`config.mk`:
```
export PLATFORM = sky130hd
export DESIGN_NAME = srs_sched
export DESIGN_NICKNAME = d
export VERILOG_FILES = /design/src/include/srs_pkg.sv /design/src/core/srs_slot.sv /design/src/core/srs_sched.sv
export SDC_FILE = /design/constraint.sdc
export NUM_CORES = 1
export LEC_CHECK = 0
export BUFFER_PORTS_ARGS = -buffer_cell sky130_fd_sc_hd__buf_2
export CAP_MARGIN = 20
export CORE_MARGIN = 2
export CORE_UTILIZATION = 50
export DETAILED_ROUTE_END_ITERATION = 16
export PLACE_DENSITY = 0.71
export SETUP_SLACK_MARGIN = 0.5
export SLEW_MARGIN = 40
export SYNTH_ARGS = -nofsm -noshare
export SYNTH_HDL_FRONTEND = slang
export SYNTH_SLANG_ARGS = --single-unit
```
`constraint.sdc`:
```
create_clock -name clk_i -period 4.8 [get_ports clk_i]
set_clock_uncertainty 0.15 [all_clocks]
set_input_delay 0.96 -clock clk_i [delete_from_list [all_inputs] [get_ports clk_i]]
set_output_delay 0.96 -clock clk_i [all_outputs]
set_load 0.005 [all_outputs]
```
`src/include/srs_pkg.sv`:
```
// Package for the squitter rate scheduler: timing constants, kinds and carriers.
package srs_pkg;
    // Clock rate and derived cycle counts.
    localparam int unsigned CLK_HZ = 40_000_000;
    localparam int unsigned HALF_SEC_MS = 500;
    localparam int unsigned FIVE_SEC_MS = 5000;
    localparam int unsigned TEN_SEC_MS = 10000;
    localparam int unsigned LOCKOUT_MS = 60000;
    localparam int unsigned MS_CYCLES = CLK_HZ / 1000;
    // Millisecond tick width and period counter width.
    localparam int unsigned MS_W = 16;
    localparam int unsigned PER_W = 16;
    // Random spread: interval = nominal - half span + lfsr bits (in ms), mean equals nominal.
    localparam int unsigned JIT_W = 8;
    localparam logic [PER_W-1:0] JIT_HALF = 16'h0080;
    localparam logic [15:0] LFSR_SEED = 16'hACE1;
    localparam logic [15:0] LFSR_TAPS = 16'hB400;
    localparam int unsigned N_KIND = 5;
    // Squitter kinds, also the index of each scheduler slot.
    typedef enum logic [2:0] {
        SRS_AIR_POS,
        SRS_AIR_VEL,
        SRS_IDENT,
        SRS_SURF_POS,
        SRS_EVENT,
        SRS_NONE
    } srs_kind_t;
    // Ground command carrier, taken from decoded addressed interrogations.
    typedef struct packed {
        logic valid;       // One-cycle strobe of a decoded command.
        logic lockout;     // Surface squitter lockout request.
        logic hold_high;   // Forbid the low surface rate.
        logic fmt_surface; // Ground selects surface format.
        logic fmt_air;     // Ground selects airborne format.
    } srs_cmd_t;
endpackage

```
`src/core/srs_slot.sv`:
```
// One squitter slot: random-period timer with a pending flag that survives busy transmitter.
`timescale 1ns/1ps
module srs_slot (
    input wire logic clk_i,                       // Clock.
    input wire logic rst_i,                       // Synchronous reset.
    input wire logic ms_tick_i,                   // One-millisecond tick.
    input wire logic enable_i,                    // Slot is scheduled in current mode.
    input wire logic [srs_pkg::PER_W-1:0] nom_i,  // Nominal period in ms.
    input wire logic [srs_pkg::JIT_W-1:0] rnd_i,  // Random spread bits.
    input wire logic grant_i,                     // Pending squitter was sent.
    output logic pend_o                           // Squitter waiting for the transmitter.
);
    import srs_pkg::*;
    logic [PER_W-1:0] cnt_q;
    logic due;
    // A new due waits while the last one is still owed, so two squitters never merge into one.
    assign due = enable_i && ms_tick_i && (cnt_q == '0) && !pend_o;
    // Period counter reloads a fresh random interval; it rests at zero while a squitter is still owed.
    always_ff @(posedge clk_i) begin
        if (rst_i) begin
            cnt_q <= '0;
        end else if (!enable_i) begin
            cnt_q <= '0;
        end else if (ms_tick_i) begin
            if (cnt_q != '0) begin
                cnt_q <= cnt_q - 16'h0001;
            end else if (!pend_o) begin
                cnt_q <= nom_i - JIT_HALF + {{(PER_W-JIT_W){1'b0}}, rnd_i};
            end
        end
    end
    // Pending is cleared by a grant or when the slot is disabled, so a busy transmitter postpones rather than drops; set wins.
    always_ff @(posedge clk_i) begin
        if (rst_i) begin
            pend_o <= 1'b0;
        end else if (due) begin
            pend_o <= 1'b1;
        end else if (grant_i || !enable_i) begin
            pend_o <= 1'b0;
        end
    end
endmodule

```
`src/core/srs_sched.sv`:
```
// Extended squitter rate scheduler: picks which squitter to send and when.
`timescale 1ns/1ps
module srs_sched
    import srs_pkg::*;
#(
    parameter int unsigned MS_CYC = srs_pkg::MS_CYCLES  // Cycles per millisecond.
) (
    input wire logic clk_i,              // Clock, 40 MHz.
    input wire logic rst_i,              // Synchronous reset, active high.
    input wire logic gnd_sensor_fit_i,   // On-ground sensor fitted.
    input wire logic gnd_sensor_i,       // Sensor reports on ground.
    input wire logic [1:0] trs_i,        // Rate subfield, bit 0 set means moving.
    input wire srs_pkg::srs_cmd_t cmd_i, // Decoded ground command.
    input wire logic event_load_i,       // Event message loaded, one-cycle pulse.
    input wire logic xmtr_busy_i,        // Transmitter busy with reply or squitter.
    input wire logic acq_due_i,          // Acquisition squitter due, held until started.
    output logic send_o,                 // Start transmission, one-cycle pulse.
    output srs_pkg::srs_kind_t kind_o,   // Kind of squitter started.
    output logic acq_send_o,             // Acquisition squitter start pulse.
    output logic surface_o,              // Surface format in use.
    output logic high_rate_o,            // High rate from motion in either format, or from hold on the surface.
    output logic lockout_o,              // Surface lockout active.
    output logic [1:0] trs_rd_o          // Rate subfield readback for ground.
);
    logic [MS_W-1:0] ms_cnt_q;
    logic ms_tick_q;
    logic [15:0] lfsr_q;
    logic [PER_W-1:0] lock_q, fmt_q, evgap_q;
    logic fmt_cmd_q, fmt_surf_q, hold_q, ev_pend_q;
    logic surf, high;
    logic [N_KIND-1:0] en, pend, grant;
    logic [PER_W-1:0] nom [N_KIND];
    logic [2:0] sel;
    logic free;

    // Millisecond tick divider.
    always_ff @(posedge clk_i) begin
        if (rst_i) begin
            ms_cnt_q <= '0;
            ms_tick_q <= 1'b0;
        end else begin
            ms_tick_q <= (ms_cnt_q == MS_W'(MS_CYC - 1));
            ms_cnt_q <= (ms_cnt_q == MS_W'(MS_CYC - 1)) ? '0 : ms_cnt_q + 16'h0001;
        end
    end

    // Free-running random source shared by the periodic slots.
    always_ff @(posedge clk_i) begin
        if (rst_i) begin
            lfsr_q <= LFSR_SEED;
        end else begin
            lfsr_q <= {1'b0, lfsr_q[15:1]} ^ (lfsr_q[0] ? LFSR_TAPS : 16'h0000);
        end
    end

    // Ground format command with its own timeout; it overrides the sensor while live.
    always_ff @(posedge clk_i) begin
        if (rst_i) begin
            fmt_cmd_q <= 1'b0;
            fmt_surf_q <= 1'b0;
            fmt_q <= '0;
        end else if (cmd_i.valid && (cmd_i.fmt_surface || cmd_i.fmt_air)) begin
            fmt_cmd_q <= 1'b1;
            fmt_surf_q <= cmd_i.fmt_surface;
            fmt_q <= PER_W'(LOCKOUT_MS);
        end else if (ms_tick_q && fmt_cmd_q) begin
            fmt_q <= fmt_q - 16'h0001;
            fmt_cmd_q <= (fmt_q != 16'h0001);
        end
    end
    // Sensor decides format when fitted and no command is live; no sensor means airborne unless commanded.
    assign surf = fmt_cmd_q ? fmt_surf_q : (gnd_sensor_fit_i && gnd_sensor_i);

    // Hold-high command, latched until the aircraft leaves the surface.
    always_ff @(posedge clk_i) begin
        if (rst_i || !surf) begin
            hold_q <= 1'b0;
        end else if (cmd_i.valid && cmd_i.hold_high) begin
            hold_q <= 1'b1;
        end
    end
    assign high = trs_i[0] || hold_q;

    // Surface lockout timer; ignored in airborne format.
    always_ff @(posedge clk_i) begin
        if (rst_i || !surf) begin
            lock_q <= '0;
        end else if (cmd_i.valid && cmd_i.lockout) begin
            lock_q <= PER_W'(LOCKOUT_MS);
        end else if (ms_tick_q && lock_q != '0) begin
            lock_q <= lock_q - 16'h0001;
        end
    end

    // Slot enables and nominal periods per mode.
    always_comb begin
        en[SRS_AIR_POS] = !surf;
        en[SRS_AIR_VEL] = !surf;
        en[SRS_IDENT] = 1'b1;
        en[SRS_SURF_POS] = surf && (lock_q == '0);
        en[SRS_EVENT] = 1'b0;
        nom[SRS_AIR_POS] = PER_W'(HALF_SEC_MS);
        nom[SRS_AIR_VEL] = PER_W'(HALF_SEC_MS);
        nom[SRS_IDENT] = (surf && !high) ? PER_W'(TEN_SEC_MS) : PER_W'(FIVE_SEC_MS);
        nom[SRS_SURF_POS] = high ? PER_W'(HALF_SEC_MS) : PER_W'(FIVE_SEC_MS);
        nom[SRS_EVENT] = '0;
    end

    // Periodic slots, each with a different slice of the random word.
    genvar g;
    generate
        for (g = 0; g < N_KIND - 1; g++) begin : g_slot
            srs_slot u_slot (
                .clk_i(clk_i),
                .rst_i(rst_i),
                .ms_tick_i(ms_tick_q),
                .enable_i(en[g]),
                .nom_i(nom[g]),
                .rnd_i(lfsr_q[(g*2)+:JIT_W]),
                .grant_i(grant[g]),
                .pend_o(pend[g])
            );
        end
    endgenerate

    // Event message: one send per load, spaced at least half a second apart.
    always_ff @(posedge clk_i) begin
        if (rst_i) begin
            ev_pend_q <= 1'b0;
        end else if (event_load_i) begin
            ev_pend_q <= 1'b1;
        end else if (grant[SRS_EVENT]) begin
            ev_pend_q <= 1'b0;
        end
    end
    always_ff @(posedge clk_i) begin
        if (rst_i) begin
            evgap_q <= '0;
        end else if (grant[SRS_EVENT]) begin
            evgap_q <= PER_W'(HALF_SEC_MS);
        end else if (ms_tick_q && evgap_q != '0) begin
            evgap_q <= evgap_q - 16'h0001;
        end
    end
    assign pend[SRS_EVENT] = ev_pend_q && (evgap_q == '0);

    // Fixed-priority pick among pending squitters when the transmitter is free.
    assign free = !xmtr_busy_i && !send_o && !acq_send_o;
    always_comb begin
        sel = 3'(SRS_NONE);
        for (int i = N_KIND - 1; i >= 0; i--) begin
            if (pend[i]) begin
                sel = 3'(i);
            end
        end
    end
    generate
        for (g = 0; g < N_KIND; g++) begin : g_grant
            assign grant[g] = free && !acq_due_i && (sel == 3'(g));
        end
    endgenerate

    // Output registers.
    always_ff @(posedge clk_i) begin
        if (rst_i) begin
            send_o <= 1'b0;
            kind_o <= SRS_NONE;
            acq_send_o <= 1'b0;
            surface_o <= 1'b0;
            high_rate_o <= 1'b0;
            lockout_o <= 1'b0;
            trs_rd_o <= 2'h0;
        end else begin
            send_o <= |grant;
            kind_o <= (|grant) ? srs_kind_t'(sel) : SRS_NONE;
            acq_send_o <= acq_due_i && free;
            surface_o <= surf;
            high_rate_o <= high;
            lockout_o <= surf && (lock_q != '0);
            trs_rd_o <= trs_i;
        end
    end

    // Checks.
    lock_air_a: assert property (@(posedge clk_i) disable iff (rst_i)
        !surface_o |-> !lockout_o) else $error("Lockout active in airborne format.");
    lock_surf_a: assert property (@(posedge clk_i) disable iff (rst_i)
        send_o && kind_o == SRS_SURF_POS |-> !$past(lockout_o)) else $error("Surface position sent in lockout.");
    ev_once_a: assert property (@(posedge clk_i) disable iff (rst_i)
        grant[SRS_EVENT] |=> !ev_pend_q || $past(event_load_i)) else $error("Event sent twice.");
    ev_gap_a: assert property (@(posedge clk_i) disable iff (rst_i)
        grant[SRS_EVENT] |=> evgap_q == PER_W'(HALF_SEC_MS)) else $error("Event spacing not armed.");
    pend_keep_a: assert property (@(posedge clk_i) disable iff (rst_i)
        pend[SRS_IDENT] && xmtr_busy_i && en[SRS_IDENT] |=> pend[SRS_IDENT]) else $error("Pending squitter lost.");
    free_send_a: assert property (@(posedge clk_i) disable iff (rst_i)
        (|pend) && free && !acq_due_i |=> send_o) else $error("Free transmitter not used.");
    air_rate_a: assert property (@(posedge clk_i) disable iff (rst_i)
        !surf |-> nom[SRS_AIR_POS] == 16'h01F4) else $error("Airborne period wrong.");
    surf_rate_a: assert property (@(posedge clk_i) disable iff (rst_i)
        surf && hold_q |-> nom[SRS_SURF_POS] == 16'h01F4 && nom[SRS_IDENT] == 16'h1388) else $error("Hold not high.");
    acq_go_a: assert property (@(posedge clk_i) disable iff (rst_i)
        acq_due_i && free |=> acq_send_o) else $error("Acquisition squitter dropped.");
endmodule

```
# [Yosys cells after proc, flatten, opt, wreduce, memory -nomap -nowiden]
# Index checks and enable logic that the tools add are counted.
[op_classes] addsub=14 n_mul=0 n_div=0 order_cmp=0 eq_ne=10 shift=0 muxes=35 bitwise=3 reduce_logical=80
[op_table] operator="$mux W16" count=13
[op_table] operator="$sub A16 B1 Y16 const B" count=7
[op_table] operator="$logic_not A16 Y1" count=6
[op_table] operator="$reduce_bool A16 Y1" count=6
[op_table] operator="$add A16 B8 Y16" count=2
[op_table] operator="$logic_and A1 B1 Y1" count=30
[op_table] operator="$add A9 B8 Y10 const A" count=2
[op_table] operator="$mux W9" count=2
[op_table] operator="$add A16 B1 Y16 const B" count=1
[op_table] operator="$eq A16 B16 Y1 const B" count=1
[op_table] operator="$ne A16 B1 Y1 const B" count=1
[op_table] operator="$reduce_bool A2 Y1" count=8
[op_table] operator="$xor A15 B16 Y16" count=1
[op_table] operator="$sub A14 B8 Y15 const B" count=1
[op_table] operator="$mux W1" count=14
[op_table] operator="$mux W14" count=1
[op_table] operator="$reduce_or A2 Y1" count=7
[op_table] operator="$sub A13 B8 Y14 const B" count=1
[op_table] operator="$mux W13" count=1
[op_table] operator="$mux W3" count=4
[op_table] operator="$logic_not A1 Y1" count=11
[op_table] operator="$ne A2 B2 Y1 const B" count=4
[op_table] operator="$reduce_and A2 Y1" count=4
[op_table] operator="$eq A3 B2 Y1 const B" count=2
[op_table] operator="other kinds (6)" count=12
[word_totals] ff_bits=163 latchBits=0 ramBits=0 mem_bits_ro=0 wordCells=170 mem_count=0

# [Logic depth before layout (Yosys ltp)]
[depth] ltp_word=12 ltp_mapped=12 ltp_nobuf=11

# [Cells and area by module]
# From an unflattened synthesis, not the netlist that was laid out.
[hier_totals] cells_unflattened=1449 area_unflattened_um2=11539.8
[by_module_without_submodules] mod="srs_slot at g_slot[1].u_slot ..." n_inst=3 cells_per_inst=253 area_per_inst_um2=1896.8 seq_area_each_um2=340.3
[by_module_without_submodules] mod="srs_sched" n_inst=1 cells_per_inst=444 area_per_inst_um2=4028.9 seq_area_each_um2=1901.8
[by_module_without_submodules] mod="srs_slot at g_slot[0].u_slot" n_inst=1 cells_per_inst=246 area_per_inst_um2=1820.5 seq_area_each_um2=340.3

# [Worst setup path before layout]
# No wires, ideal clock.
[synth_path] kind="input port to flip-flop" from="in trs_i[0]" to="reg g_slot[3].u_slot.cnt_q[8]" setup_time_ps=115 t_arrival_ps=2653 path_slack_ps=1882 cell_stages=9 n_path_buf=0 path_cell_list="nor2_1 inv_1 fa_1 nand2b_1 a21oi_1 a21oi_1 o32ai_1 a21oi_1 o21a_1"
[synth_between] elab_chain_len=6
[synth_lines] element="from (decl)" line_no="srs_sched.sv:12" text="input wire logic [1:0] trs_i,"
[synth_lines] element="$logic_or A1 B1 Y1" line_no="srs_sched.sv:82" text="assign high = trs_i[0] || hold_q;"
[synth_lines] element="named net high" line_no="srs_sched.sv:30" text="logic surf, high;"
[synth_lines] element="$mux W13" line_no="srs_sched.sv:105" text="nom[SRS_SURF_POS] = high ? PER_W'(HALF_SEC_MS) : PER_W'(FIVE_SEC_MS);"
[synth_lines] element="$sub A13 B8 Y14" line_no="srs_slot.sv:28" text="cnt_q <= nom_i - JIT_HALF + {{(PER_W-JIT_W){1'b0}}, rnd_i};"
[synth_lines] element="$add A16 B8 Y16" line_no="srs_slot.sv:28"
[synth_lines] element="$mux W16" line_no="srs_slot.sv:27" text="end else if (!pend_o) begin"
[synth_lines] element="$mux W16" line_no="srs_slot.sv:25" text="if (cnt_q != '0) begin"
[synth_lines] element="to (signal assigned)" line_no="srs_slot.sv:26" text="cnt_q <= cnt_q - 16'h0001;"
[synth_lines] element="to (signal assigned)" line_no="srs_slot.sv:28"
[synth_lines] element="to (decl)" line_no="srs_slot.sv:14" text="logic [PER_W-1:0] cnt_q;"
# The timed path passes the listed nets, and every way through them passes these cells. The select of a mux whose other input is x is not followed.
# A chain may end at the register's enable or synchronous reset.

# [Worst setup path after layout]
[layout_path] from="in trs_i[0]" to="reg g_slot[2].u_slot.cnt_q[8]"
[layout_between] elab_chain_len=8
[layout_lines] element="$logic_or A1 B1 Y1" line_no="srs_sched.sv:82"
[layout_lines] element="$logic_not A1 Y1" line_no="srs_sched.sv:104" text="nom[SRS_IDENT] = (surf && !high) ? PER_W'(TEN_SEC_MS) : PER_W'(FIVE_SEC_MS);"
[layout_lines] element="$logic_and A1 B1 Y1" line_no="srs_sched.sv:104"
[layout_lines] element="$mux W14" line_no="srs_sched.sv:104"
[layout_lines] element="$sub A14 B8 Y15" line_no="srs_slot.sv:28"
[layout_lines] element="$add A16 B8 Y16" line_no="srs_slot.sv:28"
[layout_lines] element="$mux W16" line_no="srs_slot.sv:27"
[layout_lines] element="$mux W16" line_no="srs_slot.sv:25"
[layout_lines] element="to (signal assigned)" line_no="srs_slot.sv:26"
[layout_lines] element="to (signal assigned)" line_no="srs_slot.sv:28"
[layout_lines] element="to (decl)" line_no="srs_slot.sv:14"
# No other way between the ends. The select of a mux whose other input is x is not followed.

==> results.sh <==
export IMPL_initialDrtViolationCount=467
export IMPL_post_synthesis_register_bit_count=163
export IMPL_netlist_instances=1005
export IMPL_critical_path_required_ns=5.01
export IMPL_leading_post_synthesis_cells_by_instance_count="dfxtp_1, nor2_1, a21oi_1, nand2_1, xnor2_1"
export IMPL_cts_tree="yes"
export IMPL_fp_dieArea_um2=17700
export IMPL_crit_fanout=9
export IMPL_dpl_hpwl_mm=12.3
export IMPL_die_width_um=133
export IMPL_num_rows=47
export IMPL_drt_pass1_iter_count=5
export IMPL_synth_edff_count=0
export IMPL_cts_sinks=163
export IMPL_max_freq_mhz=328
export IMPL_cts_buffers=17
export IMPL_h_tree_depth=4
export IMPL_fp_coreArea_um2=16400
export IMPL_routed_wl_mm=17.9
export IMPL_postSynthNetCount=1047
export IMPL_synth_yosys_seq_area_share=0.392
export IMPL_async_reset_ff_frac=0
export IMPL_gpl_final_weighted_congestion=0.873
export IMPL_final_period_utilization=0.636
export IMPL_layout_min_cycle_time_ns=3.05
export IMPL_clk_latency_ns=0.43
export IMPL_nets=1049
export IMPL_min_path_type="reg2reg"
export IMPL_antenna_violation_net_count_after_detailed_routing=0
export IMPL_timing_slew_headroom=0.489
export IMPL_placement_cell_area_um2=8550
export IMPL_cpMaxStageDelayCell="nor2_1"
export IMPL_cts_setup_buffers=0
export IMPL_cts_root_buf="clkbuf_16"
export IMPL_num_vias=6967
export IMPL_yosys_warnings=0
export IMPL_final_setup_viols=0
export IMPL_num_antenna_cells=0
export IMPL_path_cells="buf_2 -> nor2_1 -> nand2_1 -> inv_1 -> ha_1 -> a21oi_1 -> nor3_1 -> nor2_1 -> xor2_1 -> a221oi_1 -> o31a_1"
export IMPL_viasPerCell=5.62
export IMPL_synth_largest_area_cell="dfxtp_1"
export IMPL_fin_tns_setup_ns=0
export IMPL_count_of_pins_on_the_block_boundary=24
export IMPL_drc=0
export IMPL_first_global_vias=6507
export IMPL_power_per_cell_area_nw_per_um2=333
export IMPL_path_class="in2reg"
export IMPL_endpoint_class_of_the_critical_path="flip-flop"
export IMPL_cts_hold_buffers_added=0
export IMPL_area_growth_synth_to_final_pct=10.5
export IMPL_worst_endpoint_arrival_ns=3.27
export IMPL_grtUsageTotal=0.212
export IMPL_drt_wirelength_per_cell_um=14.5
export IMPL_numPortBuffers=23
export IMPL_fin_total_pwr_uw=3060
export IMPL_postSynthAreaPerCell_um2=8.28
export IMPL_outcome="complete, no violations"
export IMPL_max_vdd_ir_drop_mv=0.280
export IMPL_ys_types=72
export IMPL_rsz0062_at_grt="false"
export IMPL_hold_violations=0
export IMPL_synth_area_um2=8320
export IMPL_leakage_uw=0.00338
export IMPL_setup_worst_path_start_class="input port"
export IMPL_antenna_found_initial=0
export IMPL_clock_path_buffers=2
export IMPL_max_cap_viol_count=0
export IMPL_drive_gt1_frac=0.0931
export IMPL_grt_start_max_net_pins=40
export IMPL_filler_cell_count=1500
export IMPL_chipHeight_um=133
export IMPL_floorplan_initialDensity=0.507
export IMPL_final_cell_area_um2=9200
export IMPL_overflow=0
export IMPL_timing_critical_path_slowest_cell_delay_ns=0.41
export IMPL_cts_reportedPaths_clkPinSlew_ns=0.06
export IMPL_timing_max_transition_violations_final=0
export IMPL_yosys_cell_count_top_type="dfxtp_1"
export IMPL_grt_first_pass_wirelength_mm=31.2
export IMPL_max_slew_worst_pin_slew_ns=0.760
export IMPL_predominant_post_synthesis_flop_cell="dfxtp_1"
export IMPL_synth_area_leaders="dfxtp_1, nor2_1, xnor2_1, a21oi_1, ha_1"
export IMPL_postLayoutCoreUtil=0.561
export IMPL_worst_path_most_repeated_cell="nor2_1"
export IMPL_cts_resized_gates=0
export IMPL_synth_top_cell_area_share=0.392
[power by group]
group | total (µW) | internal [µW] | switching (µW)
Sequential | 1410 | 1380 | 28.5
Combinational | 201 | 80.9 | 121
Clock | 1450 | 879 | 575
Total | 3060 | 2340 | 724
[worst max-delay path, delay by kind of cell]
family,cells,cell delay (ns)
buffers and inverters,2,0.27
xor gates and xnor gates,1,0.09
and+or+nand+nor,4,1.01
adders and majority gates,1,0.25
AOI/OAI and AO/OA,3,0.68
[through the flow]
stage / instances / worst slack, ns / hold WS [ns]
after detailed placement: 1208 / 1.37 / 0.271
after CTS: 1240 / 1.80 / 0.282
after global routing: 1240 / 1.57 / 0.314
after floorplan: 1005 / 1.88 / 0.264
after global placement: 1208 / 1.44 / 0.270
final: 1240 / 1.75 / 0.282
[cell families (layout without fill, tap and decap cells)]
family / count (synthesis) / in the layout / synth area share
simple gates: 444 / 444 / 0.283
compound gates: 201 / 201 / 0.147
flops: 163 / 163 / 0.392
xor+xnor: 85 / 85 / 0.0894
buf+inv: 80 / 95 / 0.0400
fa+ha+maj: 28 / 28 / 0.0439
mux: 4 / 4 / 0.00481
[sequential cells by signal (all words and copies together) (netlist names), 2 cells and up]
name                  flops
evgap_q                  16
fmt_q                    16
g_slot.u_slot.cnt_q      64
g_slot.u_slot.pend_o      4
kind_o                    3
lfsr_q                   16
lock_q                   16
ms_cnt_q                 16
trs_rd_o                  2
[final cells by class]
cell class	count	area [µm²]	share of cell area
Timing Repair Buffer	25	130	0.0141
Tap cell	220	275	0.0299
Clock buffer	18	429	0.0467
Clock inverter	14	203	0.0220
Sequential cell	163	3260	0.355
Multi-Input combinational cell	762	4760	0.517
Inverter	38	143	0.0155
[layout by cell type, fill, tap and decap left out, drive strengths merged, types with 6 or more instances in the layout]
master,instances
nand2,70
nand3,38
xnor2,53
ha,26
nor2b,9
xor2,32
o31ai,7
nor3,43
nand2b,10
nor2,140
buf,25
or4,10
o21ai,57
or2,12
a21oi,72
nand4,11
dfxtp,163
nor3b,6
a22oi,6
nor4,39
clkbuf,18
inv,41
a31oi,13
or3,22
nor4b,6
and3,9
[worst paths after layout]
| path | start | end | slack (ns) | cells after the start |
|---|---|---|---|---|
| setup / recovery | trs_i[0] | g_slot[2].u_slot.cnt_q[8] | 1.75 | 11 |
| setup reg to reg | hold_q | g_slot[2].u_slot.cnt_q[8] | 2.00 | 10 |
| hold / removal | acq_send_o | acq_send_o | 0.28 | 1 |
| hold reg to reg | acq_send_o | acq_send_o | 0.28 | 1 |
[routing by layer]
layer,routed length [µm],share of wire,GRT usage
met5,0,0,0
met4,172,0.0096,0.0520
met3,674,0.038,0.0441
met2,8350,0.47,0.341
met1,8750,0.49,0.293
(Power assumes the default switching activity.)
